File: config.mk
export PLATFORM = sky130hd
export DESIGN_NAME = pll_control_register_bank
export DESIGN_NICKNAME = d
export VERILOG_FILES = /design/src/core/pll_ctrl_pkg.sv /design/src/core/pll_control_register_bank.sv
export VERILOG_INCLUDE_DIRS = /design/src /design/src/core
export SDC_FILE = /design/constraint.sdc
export NUM_CORES = 1
export LEC_CHECK = 0
export ABC_CLOCK_PERIOD_IN_PS = 4900
export BUFFER_PORTS_ARGS = -buffer_cell sky130_fd_sc_hd__buf_2
export CAP_MARGIN = 40
export CORE_MARGIN = 2
export CORE_UTILIZATION = 45
export DETAILED_ROUTE_END_ITERATION = 6
export GPL_TIMING_DRIVEN = 0
export SYNTH_ARGS = -nofsm -noshare
export SYNTH_HDL_FRONTEND = slang
export SYNTH_SLANG_ARGS = --single-unit
File: constraint.sdc
create_clock -name core_clk -period 4.9 [get_ports core_clk]
set_clock_uncertainty 0.1 [all_clocks]
set_input_delay 0.245 -clock core_clk [delete_from_list [all_inputs] [get_ports core_clk]]
set_output_delay 0.245 -clock core_clk [all_outputs]
set_load 0.02 [all_outputs]
File: src/core/pll_ctrl_regs.svh
// Register offsets, field positions and reset values of the control bank
// Operation
// - Selector code 0000 floats test pin, 0111 drives low, 1000 drives high.
// - Selector 0001 lock output, 0100 reference clock halved, 0101 feedback halved.
// - With pump test enable set, lower and raise bits force the pump directly.
// - Lock detector reset bit held at 1 keeps detector unlocked.
// - Loss-of-lock detection runs only while its enable bit is 1.
// - Lock pulse window applies only while its enable bit is 1.
// - Feedback and reference clocks reach digital logic only when their enables are set.
// - Feedback mute bit blocks the divider output toward digital logic.
// - System reset bit holds digital logic at power-on state, sparing port and registers.
// - Temperature converter clock runs only while its enable bit is 1.
// - Halving bit divides both digital clocks by two during oscillator calibration.
// - Bits 7 to 5 select the synchronization path input delay.
// - Delay method bit chooses pump bleed at 0, sigma-delta at 1.
// - Auto-align 0 applies shift by register write; 1 by strobe and adjust pins.
// - Direction bit 0 subtracts programmed phase, 1 adds it.
// - Writing apply bit 1 applies the eight-bit phase amount.
// - Two three-bit fields set reference and feedback path delays.
// - Bit 0 of the apply register resets the frequency counter.
// - Six-bit bias value feeds the oscillator bias while override is set.
// - All bank registers reset to zero.
// - Lock asserts after programmed count of consecutive good comparison cycles; the code asserts on the next good cycle, at count plus one.
`ifndef PLL_CTRL_REGS_SVH
`define PLL_CTRL_REGS_SVH

// ------------
// Register offsets
// ------------
`define ADR_LOCK_SETUP     15'h002c
`define ADR_CLOCK_GATING   15'h002d
`define ADR_TEST_OUTPUT    15'h002e
`define ADR_REF_BUFFER     15'h002f
`define ADR_REF_SELECT     15'h0030
`define ADR_SYNC_SYSRST    15'h0031
`define ADR_DELAY_MODE     15'h0032
`define ADR_PHASE_AMOUNT   15'h0033
`define ADR_PHASE_APPLY    15'h0034
`define ADR_BIAS_VALUE     15'h0035
`define REG_COUNT          10
`define REG_RESET          8'h00

// ------------
// Field positions
// ------------
`define B_LOCK_COUNT_HI    4
`define B_FB_GATE_EN       7
`define B_LOL_EN           5
`define B_WIN_EN           4
`define B_REF_GATE_EN      3
`define B_LD_RESET         2
`define B_SEL_HI           7
`define B_SEL_LO           4
`define B_PUMP_TEST        2
`define B_PUMP_LOWER       1
`define B_PUMP_RAISE       0
`define B_FB_MUTE          7
`define B_SYNC_DLY_HI      7
`define B_SYNC_DLY_LO      5
`define B_SYS_RESET        4
`define B_ADC_CLK_EN       3
`define B_CAL_HALVE        0
`define B_DLY_METHOD       5
`define B_AUTO_ALIGN       4
`define B_DIRECTION        3
`define B_APPLY            7
`define B_REF_DLY_HI       6
`define B_REF_DLY_LO       4
`define B_FB_DLY_HI        3
`define B_FB_DLY_LO        1
`define B_CNT_RESET        0
`define B_BIAS_HI          5

// ------------
// Serial frame layout
// ------------
`define SPI_FRAME_LAST     5'd23
`define SPI_CMD_LAST       5'd15
`define SPI_RD_BIT         15

`endif

File: src/core/pll_ctrl_pkg.sv
// Types shared by the control bank and its users
package pll_ctrl_pkg;

    typedef enum logic [5:0] {
        SEL_HIGH_Z   = 6'b000001,
        SEL_LOCK     = 6'b000010,
        SEL_REF_HALF = 6'b000100,
        SEL_FB_HALF  = 6'b001000,
        SEL_LOW      = 6'b010000,
        SEL_HIGH     = 6'b100000
    } test_sel_t;

    typedef struct packed {
        logic       test_active;
        logic       force_lower;
        logic       force_raise;
    } pump_ctrl_t;

    typedef struct packed {
        logic [2:0] sync_dly;
        logic [2:0] ref_dly;
        logic [2:0] fb_dly;
        logic       sigma_delta;
    } delay_ctrl_t;

    typedef struct packed {
        logic       valid;
        logic       add;
        logic [7:0] amount;
    } phase_step_t;

endpackage

File: src/core/pll_control_register_bank.sv
// Control and test register bank of the synthesizer digital section
`include "pll_ctrl_regs.svh"

module pll_control_register_bank
    import pll_ctrl_pkg::*;
(
    input  wire logic        core_clk,
    input  wire logic        rst_b,
    input  wire logic        spi_sclk,
    input  wire logic        spi_cs_b,
    input  wire logic        spi_sdi,
    output logic             spi_sdo,
    output logic             spi_sdo_oe_b,
    input  wire logic        div_ref_clk,
    input  wire logic        div_fb_clk,
    input  wire logic        lock_cond,
    input  wire logic        lock_window_ok,
    input  wire logic        vco_cal_active,
    input  wire logic        oscillator_bias_override,
    input  wire logic        delay_strobe_pin,
    input  wire logic        delay_adjust_pin,
    output logic             ref_clk_digital,
    output logic             fb_clk_digital,
    output logic             adc_clk,
    output logic             lock_detect,
    output logic             loss_of_lock,
    output logic             test_out,
    output logic             test_out_oe_b,
    output pump_ctrl_t       pump_ctrl,
    output delay_ctrl_t      delay_ctrl,
    output phase_step_t      phase_step,
    output logic [15:0]      phase_offset,
    output logic [15:0]      freq_count,
    output logic [5:0]       oscillator_bias,
    output logic             bias_from_register
);

    // ------------
    // Input synchronisers
    // ------------
    localparam int NSYNC = 9;
    logic [NSYNC-1:0] pin_raw;
    logic [NSYNC-1:0] sync1_q;
    logic [NSYNC-1:0] sync2_q;
    assign pin_raw = {spi_sclk, spi_cs_b, spi_sdi, div_ref_clk, div_fb_clk,
                      lock_cond, lock_window_ok, delay_strobe_pin, delay_adjust_pin};

    always_ff @(posedge core_clk or negedge rst_b) begin
        if (!rst_b) begin
            sync1_q <= 9'h080;
            sync2_q <= 9'h080;
        end else begin
            sync1_q <= pin_raw;
            sync2_q <= sync1_q;
        end
    end

    logic sclk_s;
    logic cs_b_s;
    logic sdi_s;
    logic ref_s;
    logic fb_s;
    logic cond_s;
    logic win_s;
    logic strobe_s;
    logic adjust_s;
    assign {sclk_s, cs_b_s, sdi_s, ref_s, fb_s, cond_s, win_s, strobe_s, adjust_s} = sync2_q;

    // ------------
    // Edge detection
    // ------------
    logic sclk_d1_q;
    logic ref_d1_q;
    logic fb_d1_q;
    logic strobe_d1_q;

    always_ff @(posedge core_clk or negedge rst_b) begin
        if (!rst_b) begin
            sclk_d1_q   <= 1'b0;
            ref_d1_q    <= 1'b0;
            fb_d1_q     <= 1'b0;
            strobe_d1_q <= 1'b0;
        end else begin
            sclk_d1_q   <= sclk_s;
            ref_d1_q    <= ref_s;
            fb_d1_q     <= fb_s;
            strobe_d1_q <= strobe_s;
        end
    end

    logic sclk_rise;
    logic sclk_fall;
    assign sclk_rise = sclk_s & ~sclk_d1_q & ~cs_b_s;
    assign sclk_fall = ~sclk_s & sclk_d1_q & ~cs_b_s;

    // ------------
    // Serial port
    // ------------
    logic [4:0]  bit_cnt_q;
    logic [22:0] shift_in_q;
    logic [23:0] frame;
    logic        rd_phase_q;
    logic [7:0]  sdo_shift_q;
    logic        sdo_q;
    logic        wr_pulse;
    logic [14:0] wr_addr;
    logic [7:0]  wr_data;
    logic [14:0] rd_addr;
    logic [7:0]  rd_data;
    assign frame    = {shift_in_q, sdi_s};
    assign wr_pulse = sclk_rise & (bit_cnt_q == `SPI_FRAME_LAST) & ~frame[23];
    assign wr_addr  = frame[22:8];
    assign wr_data  = frame[7:0];
    assign rd_addr  = frame[14:0];

    always_ff @(posedge core_clk or negedge rst_b) begin
        if (!rst_b) begin
            bit_cnt_q  <= 5'h00;
            shift_in_q <= 23'h000000;
        end else if (cs_b_s) begin
            bit_cnt_q  <= 5'h00;
        end else if (sclk_rise) begin
            shift_in_q <= frame[22:0];
            bit_cnt_q  <= (bit_cnt_q == `SPI_FRAME_LAST) ? 5'h00 : bit_cnt_q + 5'h01;
        end
    end

    always_ff @(posedge core_clk or negedge rst_b) begin
        if (!rst_b) begin
            rd_phase_q  <= 1'b0;
            sdo_shift_q <= 8'h00;
            sdo_q       <= 1'b0;
        end else if (cs_b_s) begin
            rd_phase_q  <= 1'b0;
        end else if (sclk_rise && bit_cnt_q == `SPI_CMD_LAST) begin
            rd_phase_q  <= frame[`SPI_RD_BIT];
            sdo_shift_q <= rd_data;
        end else if (sclk_rise && bit_cnt_q == `SPI_FRAME_LAST) begin
            rd_phase_q  <= 1'b0;
        end else if (sclk_fall && rd_phase_q) begin
            sdo_q       <= sdo_shift_q[7];
            sdo_shift_q <= {sdo_shift_q[6:0], 1'b0};
        end
    end

    assign spi_sdo      = sdo_q;
    assign spi_sdo_oe_b = ~(rd_phase_q & ~cs_b_s);

    // ------------
    // Register file
    // ------------
    logic [7:0] regs_q [`REG_COUNT];
    logic       wr_hit;
    logic [3:0] wr_idx;
    logic       rd_hit;
    logic [3:0] rd_idx;
    assign wr_hit = (wr_addr >= `ADR_LOCK_SETUP) && (wr_addr <= `ADR_BIAS_VALUE);
    assign wr_idx = 4'(wr_addr - `ADR_LOCK_SETUP);
    assign rd_hit = (rd_addr >= `ADR_LOCK_SETUP) && (rd_addr <= `ADR_BIAS_VALUE);
    assign rd_idx = 4'(rd_addr - `ADR_LOCK_SETUP);
    assign rd_data = rd_hit ? regs_q[rd_idx] : 8'h00;

    always_ff @(posedge core_clk or negedge rst_b) begin
        if (!rst_b) begin
            for (int i = 0; i < `REG_COUNT; i++) begin
                regs_q[i] <= `REG_RESET;
            end
        end else if (wr_pulse && wr_hit) begin
            regs_q[wr_idx] <= wr_data;
        end
    end

    logic [7:0] r_lock;
    logic [7:0] r_gate;
    logic [7:0] r_test;
    logic [7:0] r_refsel;
    logic [7:0] r_sync;
    logic [7:0] r_mode;
    logic [7:0] r_amount;
    logic [7:0] r_apply;
    logic [7:0] r_bias;
    assign r_lock   = regs_q[4'(`ADR_LOCK_SETUP   - `ADR_LOCK_SETUP)];
    assign r_gate   = regs_q[4'(`ADR_CLOCK_GATING - `ADR_LOCK_SETUP)];
    assign r_test   = regs_q[4'(`ADR_TEST_OUTPUT  - `ADR_LOCK_SETUP)];
    assign r_refsel = regs_q[4'(`ADR_REF_SELECT   - `ADR_LOCK_SETUP)];
    assign r_sync   = regs_q[4'(`ADR_SYNC_SYSRST  - `ADR_LOCK_SETUP)];
    assign r_mode   = regs_q[4'(`ADR_DELAY_MODE   - `ADR_LOCK_SETUP)];
    assign r_amount = regs_q[4'(`ADR_PHASE_AMOUNT - `ADR_LOCK_SETUP)];
    assign r_apply  = regs_q[4'(`ADR_PHASE_APPLY  - `ADR_LOCK_SETUP)];
    assign r_bias   = regs_q[4'(`ADR_BIAS_VALUE   - `ADR_LOCK_SETUP)];

    logic sys_rst;
    logic ld_rst;
    assign sys_rst = r_sync[`B_SYS_RESET];
    assign ld_rst  = r_gate[`B_LD_RESET] | sys_rst;

    // ------------
    // Digital clock gating and halving
    // ------------
    logic ref_gated;
    logic fb_gated;
    logic ref_edge;
    logic fb_edge;
    logic ref_half_q;
    logic fb_half_q;
    logic halve;
    assign ref_gated = ref_s & r_gate[`B_REF_GATE_EN];
    assign fb_gated  = fb_s & r_gate[`B_FB_GATE_EN] & ~r_refsel[`B_FB_MUTE];
    assign ref_edge  = ref_s & ~ref_d1_q & r_gate[`B_REF_GATE_EN];
    assign fb_edge   = fb_s & ~fb_d1_q & r_gate[`B_FB_GATE_EN] & ~r_refsel[`B_FB_MUTE];
    assign halve     = r_sync[`B_CAL_HALVE] & vco_cal_active;

    always_ff @(posedge core_clk or negedge rst_b) begin
        if (!rst_b) begin
            ref_half_q <= 1'b0;
            fb_half_q  <= 1'b0;
        end else if (sys_rst) begin
            ref_half_q <= 1'b0;
            fb_half_q  <= 1'b0;
        end else begin
            ref_half_q <= ref_half_q ^ ref_edge;
            fb_half_q  <= fb_half_q ^ fb_edge;
        end
    end

    always_ff @(posedge core_clk or negedge rst_b) begin
        if (!rst_b) begin
            ref_clk_digital <= 1'b0;
            fb_clk_digital  <= 1'b0;
            adc_clk         <= 1'b0;
        end else begin
            ref_clk_digital <= halve ? ref_half_q : ref_gated;
            fb_clk_digital  <= halve ? fb_half_q : fb_gated;
            adc_clk         <= ref_gated & r_sync[`B_ADC_CLK_EN];
        end
    end

    // ------------
    // Lock detector
    // ------------
    logic [4:0] lock_cnt_q;
    logic       locked_q;
    logic       cycle_good;
    logic [4:0] lock_target;
    assign lock_target = r_lock[`B_LOCK_COUNT_HI:0];
    assign cycle_good  = r_gate[`B_WIN_EN] ? (cond_s & win_s) : cond_s;

    always_ff @(posedge core_clk or negedge rst_b) begin
        if (!rst_b) begin
            lock_cnt_q <= 5'h00;
            locked_q   <= 1'b0;
        end else if (ld_rst) begin
            lock_cnt_q <= 5'h00;
            locked_q   <= 1'b0;
        end else if (ref_edge) begin
            if (!cycle_good) begin
                lock_cnt_q <= 5'h00;
                locked_q   <= 1'b0;
            end else if (lock_cnt_q >= lock_target) begin
                locked_q   <= 1'b1;
            end else begin
                lock_cnt_q <= lock_cnt_q + 5'h01;
            end
        end
    end

    logic locked_d1_q;
    logic lol_q;
    always_ff @(posedge core_clk or negedge rst_b) begin
        if (!rst_b) begin
            locked_d1_q <= 1'b0;
            lol_q       <= 1'b0;
        end else begin
            locked_d1_q <= locked_q;
            if (locked_d1_q && !locked_q && !ld_rst && r_gate[`B_LOL_EN]) begin
                lol_q <= 1'b1;
            end else if (ld_rst || !r_gate[`B_LOL_EN]) begin
                lol_q <= 1'b0;
            end
        end
    end

    assign lock_detect  = locked_q;
    assign loss_of_lock = lol_q;

    // ------------
    // Test output selector
    // ------------
    test_sel_t sel;
    always_comb begin
        unique case (r_test[`B_SEL_HI:`B_SEL_LO])
            4'h1:    sel = SEL_LOCK;
            4'h4:    sel = SEL_REF_HALF;
            4'h5:    sel = SEL_FB_HALF;
            4'h0:    sel = SEL_HIGH_Z;
            4'h8:    sel = SEL_HIGH;
            default: sel = SEL_LOW;
        endcase
    end

    always_ff @(posedge core_clk or negedge rst_b) begin
        if (!rst_b) begin
            test_out      <= 1'b0;
            test_out_oe_b <= 1'b1;
        end else begin
            test_out_oe_b <= (sel == SEL_HIGH_Z);
            unique case (sel)
                SEL_LOCK:     test_out <= locked_q;
                SEL_REF_HALF: test_out <= ref_half_q;
                SEL_FB_HALF:  test_out <= fb_half_q;
                SEL_HIGH:     test_out <= 1'b1;
                SEL_LOW:      test_out <= 1'b0;
                SEL_HIGH_Z:   test_out <= 1'b0;
            endcase
        end
    end

    // ------------
    // Pump test, delays and bias
    // ------------
    always_ff @(posedge core_clk or negedge rst_b) begin
        if (!rst_b) begin
            pump_ctrl <= '0;
        end else begin
            pump_ctrl.test_active <= r_test[`B_PUMP_TEST];
            pump_ctrl.force_lower <= r_test[`B_PUMP_TEST] & r_test[`B_PUMP_LOWER];
            pump_ctrl.force_raise <= r_test[`B_PUMP_TEST] & r_test[`B_PUMP_RAISE];
        end
    end

    always_ff @(posedge core_clk or negedge rst_b) begin
        if (!rst_b) begin
            delay_ctrl <= '0;
        end else begin
            delay_ctrl.sync_dly    <= r_sync[`B_SYNC_DLY_HI:`B_SYNC_DLY_LO];
            delay_ctrl.ref_dly     <= r_apply[`B_REF_DLY_HI:`B_REF_DLY_LO];
            delay_ctrl.fb_dly      <= r_apply[`B_FB_DLY_HI:`B_FB_DLY_LO];
            delay_ctrl.sigma_delta <= r_mode[`B_DLY_METHOD];
        end
    end

    always_ff @(posedge core_clk or negedge rst_b) begin
        if (!rst_b) begin
            oscillator_bias    <= 6'h00;
            bias_from_register <= 1'b0;
        end else begin
            bias_from_register <= oscillator_bias_override;
            if (oscillator_bias_override) begin
                oscillator_bias <= r_bias[`B_BIAS_HI:0];
            end
        end
    end

    // ------------
    // Phase adjustment
    // ------------
    logic auto_align;
    logic apply_req;
    logic apply_add;
    assign auto_align = r_mode[`B_AUTO_ALIGN];
    assign apply_req  = auto_align ? (strobe_s & ~strobe_d1_q)
                      : (wr_pulse && wr_hit && wr_addr == `ADR_PHASE_APPLY
                         && wr_data[`B_APPLY]);
    assign apply_add  = auto_align ? adjust_s : r_mode[`B_DIRECTION];

    always_ff @(posedge core_clk or negedge rst_b) begin
        if (!rst_b) begin
            phase_step   <= '0;
            phase_offset <= 16'h0000;
        end else if (sys_rst) begin
            phase_step   <= '0;
            phase_offset <= 16'h0000;
        end else begin
            phase_step.valid <= apply_req;
            if (apply_req) begin
                phase_step.add    <= apply_add;
                phase_step.amount <= r_amount;
                phase_offset      <= apply_add ? phase_offset + {8'h00, r_amount}
                                               : phase_offset - {8'h00, r_amount};
            end
        end
    end

    // ------------
    // Frequency counter test mode
    // ------------
    always_ff @(posedge core_clk or negedge rst_b) begin
        if (!rst_b) begin
            freq_count <= 16'h0000;
        end else if (sys_rst || r_apply[`B_CNT_RESET]) begin
            freq_count <= 16'h0000;
        end else if (fb_edge) begin
            freq_count <= freq_count + 16'h0001;
        end
    end

endmodule

==> results of run 1 <==
[placed cells by master, fill, tap and decap left out, types with 7 or more instances in the layout]
cell	n
a21oi_1	53
a22oi_1	8
and3_1	7
buf_2	89
clkbuf_1	38
clkbuf_16	24
dfrtp_1	214
dlygate4sd3_1	11
ha_1	30
inv_1	21
mux2_2	102
mux2i_1	11
mux4_2	16
nand2_1	97
nand3_1	9
nand4_1	8
nor2_1	55
nor2b_1	9
nor3_1	9
o21ai_0	52
xnor2_1	16
xor2_1	17
[power by group through the flow]
stage                     Sequential [mW]  Clock (mW)  Combinational, mW
after floorplan                      1.89           0              0.180
after global placement               1.90           0              0.302
after detailed placement             1.90           0              0.308
after CTS                            1.87        1.73              0.315
after global routing                 1.88        1.81              0.346
final                                1.87        1.68              0.312
[per-stage QoR]
step                      area [µm²]  total power, mW
after floorplan                10000             2.07
after CTS                      11700             3.92
final                          11700             3.86
after detailed placement       10800             2.21
after global placement         10800             2.20
after global routing           11700             4.03
[layout make-up]
cell class | count | area [µm²] | share of cell area
sequential | 217 | 5430 | 0.465
multi-input combinational | 580 | 4360 | 0.374
clock buffer | 38 | 693 | 0.0594
timing repair buffer | 95 | 563 | 0.0482
tap | 280 | 350 | 0.0300
buffer | 37 | 151 | 0.0130
inverter | 21 | 78.8 | 0.00675
clock inverter | 6 | 43.8 | 0.00375
[flip-flops by register name (all words and copies together), names as in the netlist, 3 cells and up]
name / cells
shift_in_q: 23
freq_count: 16
phase_offset: 16
delay_ctrl: 10
phase_step: 10
sync1_q: 9
sync2_q: 9
r_amount: 8
r_apply: 8
r_bias: 8
r_gate: 8
r_lock: 8
r_mode: 8
r_refsel: 8
r_sync: 8
r_test: 8
regs_q: 8
sdo_shift_q: 8
oscillator_bias: 6
bit_cnt_q: 5
lock_cnt_q: 5
pump_ctrl: 3
[worst register-to-register path: stages (launching register included)]
cell,delay (ns)
dfrtp_1,0.48
nor3_1,0.56
nor2b_1,0.22
ha_1,0.23
mux2_2,0.30
ha_1,0.34
a21oi_1,0.15
a21boi_0,0.12
or4_1,0.44
o31ai_1,0.31
xor2_1,0.11
or3_1,0.31
a21oi_1,0.15
[layer usage]
metal	wire (µm)	vias to the layer above	global-route usage
met5	0	-	0
met4	511	0	0.0511
met3	905	39	0.0264
met2	10600	126	0.314
met1	10800	3384	0.288
li1	-	3263	-
[timing repair]
| action | CTS | global route |
|---|---|---|
| buffers inserted | 0 | 0 |
| hold buffers | 11 | 0 |
| hold endpoints to repair | 113 | 0 |
[cells by family after synthesis]
family | after synthesis | synth area share
adder cells (fa/ha/maj) | 31 | 0.0394
multiplexers | 130 | 0.163
XOR/XNOR | 33 | 0.0288
flip-flops | 217 | 0.542
AND/OR/NAND/NOR | 235 | 0.115
buffers and inverters | 58 | 0.0230
AO/OA/AOI/OAI | 151 | 0.0898
[path summary, 6_finish.rpt]
check | from | end
worst max register to register | r_amount[2] | phase_offset[15]
worst min-delay path | vco_cal_active | fb_clk_digital
worst max-delay path | r_amount[2] | phase_offset[15]
min in group asynchronous | rst_b | lock_cnt_q[1]
worst min register to register | sync1_q[2] | sync2_q[2]
max in group asynchronous | rst_b | phase_offset[7]
==> summary.md, run 1 <==
| Metric | Value |
|---|---|
| Status | complete, no violations |
| # rows | 54 |
| Chip Height | 153 µm |
| Synth top area share | 0.534 |
| Core Area | 0.0218 mm² |
| Total of warnings raised by yosys | 0 |
| Max FO, Critical Path | 6 |
| Filler cells | 1934 |
| Max-capacitance violation count | 0 |
| Worst reg2reg setup slack | 1.02 ns |
| Syn Std Cell Area | 0.0100 mm² |
| CP Capture Type | register |
| Critical path class | register to register |
| Post-synth EDFFs | 0 |
| H-Tree Depth | 1 |
| Total congestion overflow | 0 |
| Post-synth cell types | 64 |
| Setup TNS | 0 ns |
| Peak Freq | 258 MHz |
| Reg2Reg Depth | 12 |
| Pre-CTS setup slack | 1.05 ns |
| First-pass GRT wire length | 37.3 mm |
| Clk pin slew, worst setup/hold paths | 0.06 ns |
| CP Depth | 12 |
| DR WL/cell | 17.9 µm |
| Final hold vios | 0 |
| Top FF cell, synth | dfrtp_1 |
| Number of buffers created by CTS | 24 |
| Async SR Flop Fraction | 1.00 |
| Sequential share of the synthesized area | 0.542 |
| RD Place Congestion | 0.851 |
| Diode count | 0 |
| Total GRT Usage | 0.198 |
| Syn Area/Cell | 11.7 µm² |
| Sw Share | 0.251 |
| Starting Density | 0.460 |
| Critical Path AT | 4.22 ns |
| CTS Sinks | 217 |
| Endpoints failing setup | 0 |
| Final Max Slew Viols | 0 |
| Fin cells | 1274 |
| DPL Wire Length | 15.9 mm |
| Slowest-stage cell, CP | nor3_1 |
| Buf/Inv on CP | 0 |
| Vias in the first global route | 6768 |
| IO buf count | 83 |
| Hold Path Stages | 3 |
| Antenna viol nets, final | 0 |
| Final Critical Period | 3.88 ns |
| PostCTS Resize Cnt | 0 |
| Clk pwr share | 0.435 |
| RSZ-0062 raised after global routing | false |
| CTS tree | done |
| Most instantiated cells after synthesis | dfrtp_1 (214), mux2_2 (102), nand2_1 (97), nor2_1 (55), a21oi_1 (53) |
| CP delay by family, top | simple AND/OR/NAND/NOR gates |
| Number of top-level pins | 84 |
| Largest net degree at the start of global routing | 114 |
| Nets@finish | 1020 |
| Hold slack | 0.0489 ns |
| Peak VDD IR | 0.219 mV |
| DIE AREA | 0.0235 mm² |
| Top-count cell post-synth | dfrtp_1 |
| Drc violations | 0 |
| Die Wd | 153 µm |
| Post-Synthesis Cells | 855 |
| Internal power | 2.89 mW |
| Initial antenna violation count | 0 |
| Worst hold path type | primary input to register |
| Max transition margin | 0.459 |
| Iteration-0 DRC Markers | 373 |
| Max clock buf depth | 3 |
| Clock Latency Late Sink | 0.52 ns |
| DR vias | 6812 |
| Root buf cell | clkbuf_16 |
| P&R area growth vs syn | 16.5% |
| Final setup margin | 1.02 ns |
| Layout cells sized above 1 | 0.261 |
| PD cells | 331 mW/mm² |
| Largest stage delay on the critical path | 0.56 ns |
| Worst path required time | 5.24 ns |
| Crit-path cells | nor3_1 > nor2b_1 > ha_1 > mux2_2 > ha_1 > a21oi_1 > a21boi_0 > or4_1 > o31ai_1 > xor2_1 > or3_1 > a21oi_1 |
| P_sw | 0.970 mW |
| Worst setup SP type | register |
| Tcrit/Tclk final | 0.792 |
| Area contributors post-synth | dfrtp_1 (53%), mux2_2 (11%), ha_1 (3.7%) |
| Syn_nets | 899 |
| Router iterations before antenna repair | 4 |
| Actual slew at the worst max-slew pin | 0.811 ns |
| Leak | 5.76 nW |
| Seq pwr share | 0.484 |
| Gate power share | 0.081 |
| Via density | 5.35 |
| DP Cell Count | 1219 |
| FF+latch count, synth | 217 |
| Core Util, Final | 0.535 |
| Routed WL | 22.8 mm |
| Area leader, netlist | dfrtp_1 |
No activity file was read; power rests on OpenSTA's default activity.
==> run 2: changes to the inputs <==
--- a/config.mk
+++ b/config.mk
@@ -6,13 +6,14 @@
 export SDC_FILE = /design/constraint.sdc
 export NUM_CORES = 1
 export LEC_CHECK = 0
-export ABC_CLOCK_PERIOD_IN_PS = 4900
+export ABC_CLOCK_PERIOD_IN_PS = 3450
 export BUFFER_PORTS_ARGS = -buffer_cell sky130_fd_sc_hd__buf_2
 export CAP_MARGIN = 40
 export CORE_MARGIN = 2
 export CORE_UTILIZATION = 45
 export DETAILED_ROUTE_END_ITERATION = 6
 export GPL_TIMING_DRIVEN = 0
+export PLACE_DENSITY = 0.65
 export SYNTH_ARGS = -nofsm -noshare
 export SYNTH_HDL_FRONTEND = slang
 export SYNTH_SLANG_ARGS = --single-unit
==> constraint.sdc (replaced) <==
create_clock -name core_clk -period 3.45 [get_ports core_clk]
set_clock_uncertainty 0.1 [all_clocks]
set_input_delay 0.1725 -clock core_clk [delete_from_list [all_inputs] [get_ports core_clk]]
set_output_delay 0.1725 -clock core_clk [all_outputs]
set_load 0.02 [all_outputs]
==> summary.md, run 2 (synthesized netlist as in run 1, its figures left out) <==
| Metric | Value |
|---|---|
| Status | complete, no violations |
| Critical path class | register to register |
| RD Place Congestion | 0.841 |
| # rows | 54 |
| CTS Sinks | 217 |
| Commonest non-fill, non-tap cell in the layout | dfrtp_1 |
| Max transition margin | 0.435 |
| IO buf count | 83 |
| P_sw | 1.37 mW |
| DR WL/cell | 18.0 µm |
| Largest stage delay on the critical path | 0.55 ns |
| Core Util, Final | 0.546 |
| Tcrit/Tclk final | 0.979 |
| Peak Freq | 296 MHz |
| Actual slew at the worst max-slew pin | 0.848 ns |
| Worst hold path type | primary input to register |
| Final setup margin | 0.0730 ns |
| P&R area growth vs syn | 18.8% |
| Via density | 5.41 |
| Layout cells sized above 1 | 0.289 |
| Core Area | 0.0218 mm² |
| Reg area | 0.00544 mm² |
| Largest register FFs | 23 |
| Cell Area, Placed | 0.0108 mm² |
| Most used cell, CP | xor2_1 |
| Sw Share | 0.237 |
| Antenna viol nets, final | 0 |
| Iteration-0 DRC Markers | 471 |
| Pre-CTS setup slack | -0.387 ns |
| Max FO, Critical Path | 10 |
| Initial antenna violation count | 0 |
| Slowest-stage cell, CP | or4_4 |
| Starting Density | 0.460 |
| Clk pin slew, worst setup/hold paths | 0.06 ns |
| Max clock buf depth | 3 |
| Worst path required time | 3.79 ns |
| Die Wd | 153 µm |
| Largest registers | shift_in_q x23, freq_count x16, phase_offset x16 |
| PD cells | 485 mW/mm² |
| Nets@finish | 1023 |
| Hold Path Stages | 3 |
| Hold slack | 0.113 ns |
| Multi-input logic area | 0.00446 mm² |
| Design Area, Final | 0.0119 mm² |
| CTS tree | done |
| Final Max Slew Viols | 0 |
| DPL Wire Length | 15.7 mm |
| Commonest non-fill, non-tap cells in the layout | dfrtp_1 (207), mux2_2 (100), nand2_1 (97) |
| Seq pwr share | 0.459 |
| Total GRT Usage | 0.200 |
| Routed WL | 23.0 mm |
| Leak | 5.83 nW |
| Reg2Reg Depth | 12 |
| Peak VDD IR | 0.327 mV |
| Worst setup SP type | register |
| H-Tree Depth | 1 |
| Largest net degree at the start of global routing | 110 |
| Drc violations | 0 |
| Final hold vios | 0 |
| Biggest register | shift_in_q |
| Clock Latency Late Sink | 0.51 ns |
| Number of buffers created by CTS | 24 |
| Endpoints failing setup | 0 |
| Crit-path cells | mux2_4 > clkbuf_4 > a21oi_1 > xor2_1 > ha_4 > nand3_1 > a21boi_2 > or4_4 > o31ai_4 > xor2_1 > or3_1 > a21oi_2 |
| Filler cells | 1850 |
| Root buf cell | clkbuf_16 |
| Final Critical Period | 3.38 ns |
| Diode count | 0 |
| Chip Height | 153 µm |
| Router iterations before antenna repair | 4 |
| Max-capacitance violation count | 0 |
| Critical Path AT | 3.72 ns |
| CP Capture Type | register |
| Vias in the first global route | 6944 |
| RSZ-0062 raised after global routing | true |
| First-pass GRT wire length | 38.1 mm |
| Gate power share | 0.077 |
| Total congestion overflow | 0 |
| DIE AREA | 0.0235 mm² |
| Number of top-level pins | 84 |
| Clk pwr share | 0.464 |
| DR vias | 6899 |
| Internal power | 4.41 mW |
run 2: changes by cell type in the layout (fill, tap and decap cells not counted), sizes merged:
cell / previous run / this run
bufinv: 0 / 4
clkinv: 5 / 6
clkinvlp: 1 / 0
buf: 93 / 97
clkbuf: 66 / 60
run 2: what timing repair did:
item	4_1_cts	5_1_grt
setup endpoints to repair	4	3
gates resized for setup	10	20
buffers inserted	4	0
hold buffers	11	0
pin swaps	2	7
hold endpoints to repair	115	0
run 2: worst paths after layout:
check,startpoint,to,slack (ns)
worst min-delay path,vco_cal_active,fb_clk_digital,0.11
min in group asynchronous,rst_b,bit_cnt_q[0],0.20
worst min register to register,sync1_q[0],sync2_q[0],0.25
worst max-delay path,r_mode[4],phase_offset[15],0.07
worst max register to register,r_mode[4],phase_offset[15],0.07
max in group asynchronous,rst_b,r_amount[1],2.04
run 2: power groups by stage:
stage	Combinational [mW]	Sequential (mW)	Clock [mW]
2_1_floorplan	0.256	2.68	0
3_3_place_gp	0.429	2.70	0
3_5_place_dp	0.436	2.70	0
4_1_cts	0.448	2.65	2.75
5_1_grt	0.499	2.66	2.88
6_report	0.445	2.65	2.69
run 2: area by class of cell:
type	instances	share of cell area
tap	280	0.0294
timing repair buffer	99	0.0498
buffer	36	0.0127
clock inverter	10	0.0126
sequential	217	0.457
inverter	21	0.00662
multi-input combinational	580	0.375
clock buffer	33	0.0575
run 2: through the flow:
stage	total power, mW	setup TNS [ns]	std cells
floorplan	2.94	0	855
global placement	3.13	-366.89	1218
detailed placement	3.13	-0.733	1219
CTS	5.85	0	1277
global route	6.03	-0.0321	1276
finish	5.78	0	1276
run 2: worst max-delay path: cells and delay by family (launching register included):
kind	cells	cell delay, ns
compound gates	4	0.57
xor+xnor	2	0.41
fa+ha+maj	1	0.28
buf+inv	1	0.19
flops	1	0.42
mux	1	0.35
simple gates	3	0.97
run 2: per-layer routing:
layer,wire length [µm],global-route usage,part of all wire
met1,10800,0.292,0.47
met2,10800,0.318,0.47
met4,516,0.0560,0.022
met3,893,0.0255,0.039
met5,0,0,0
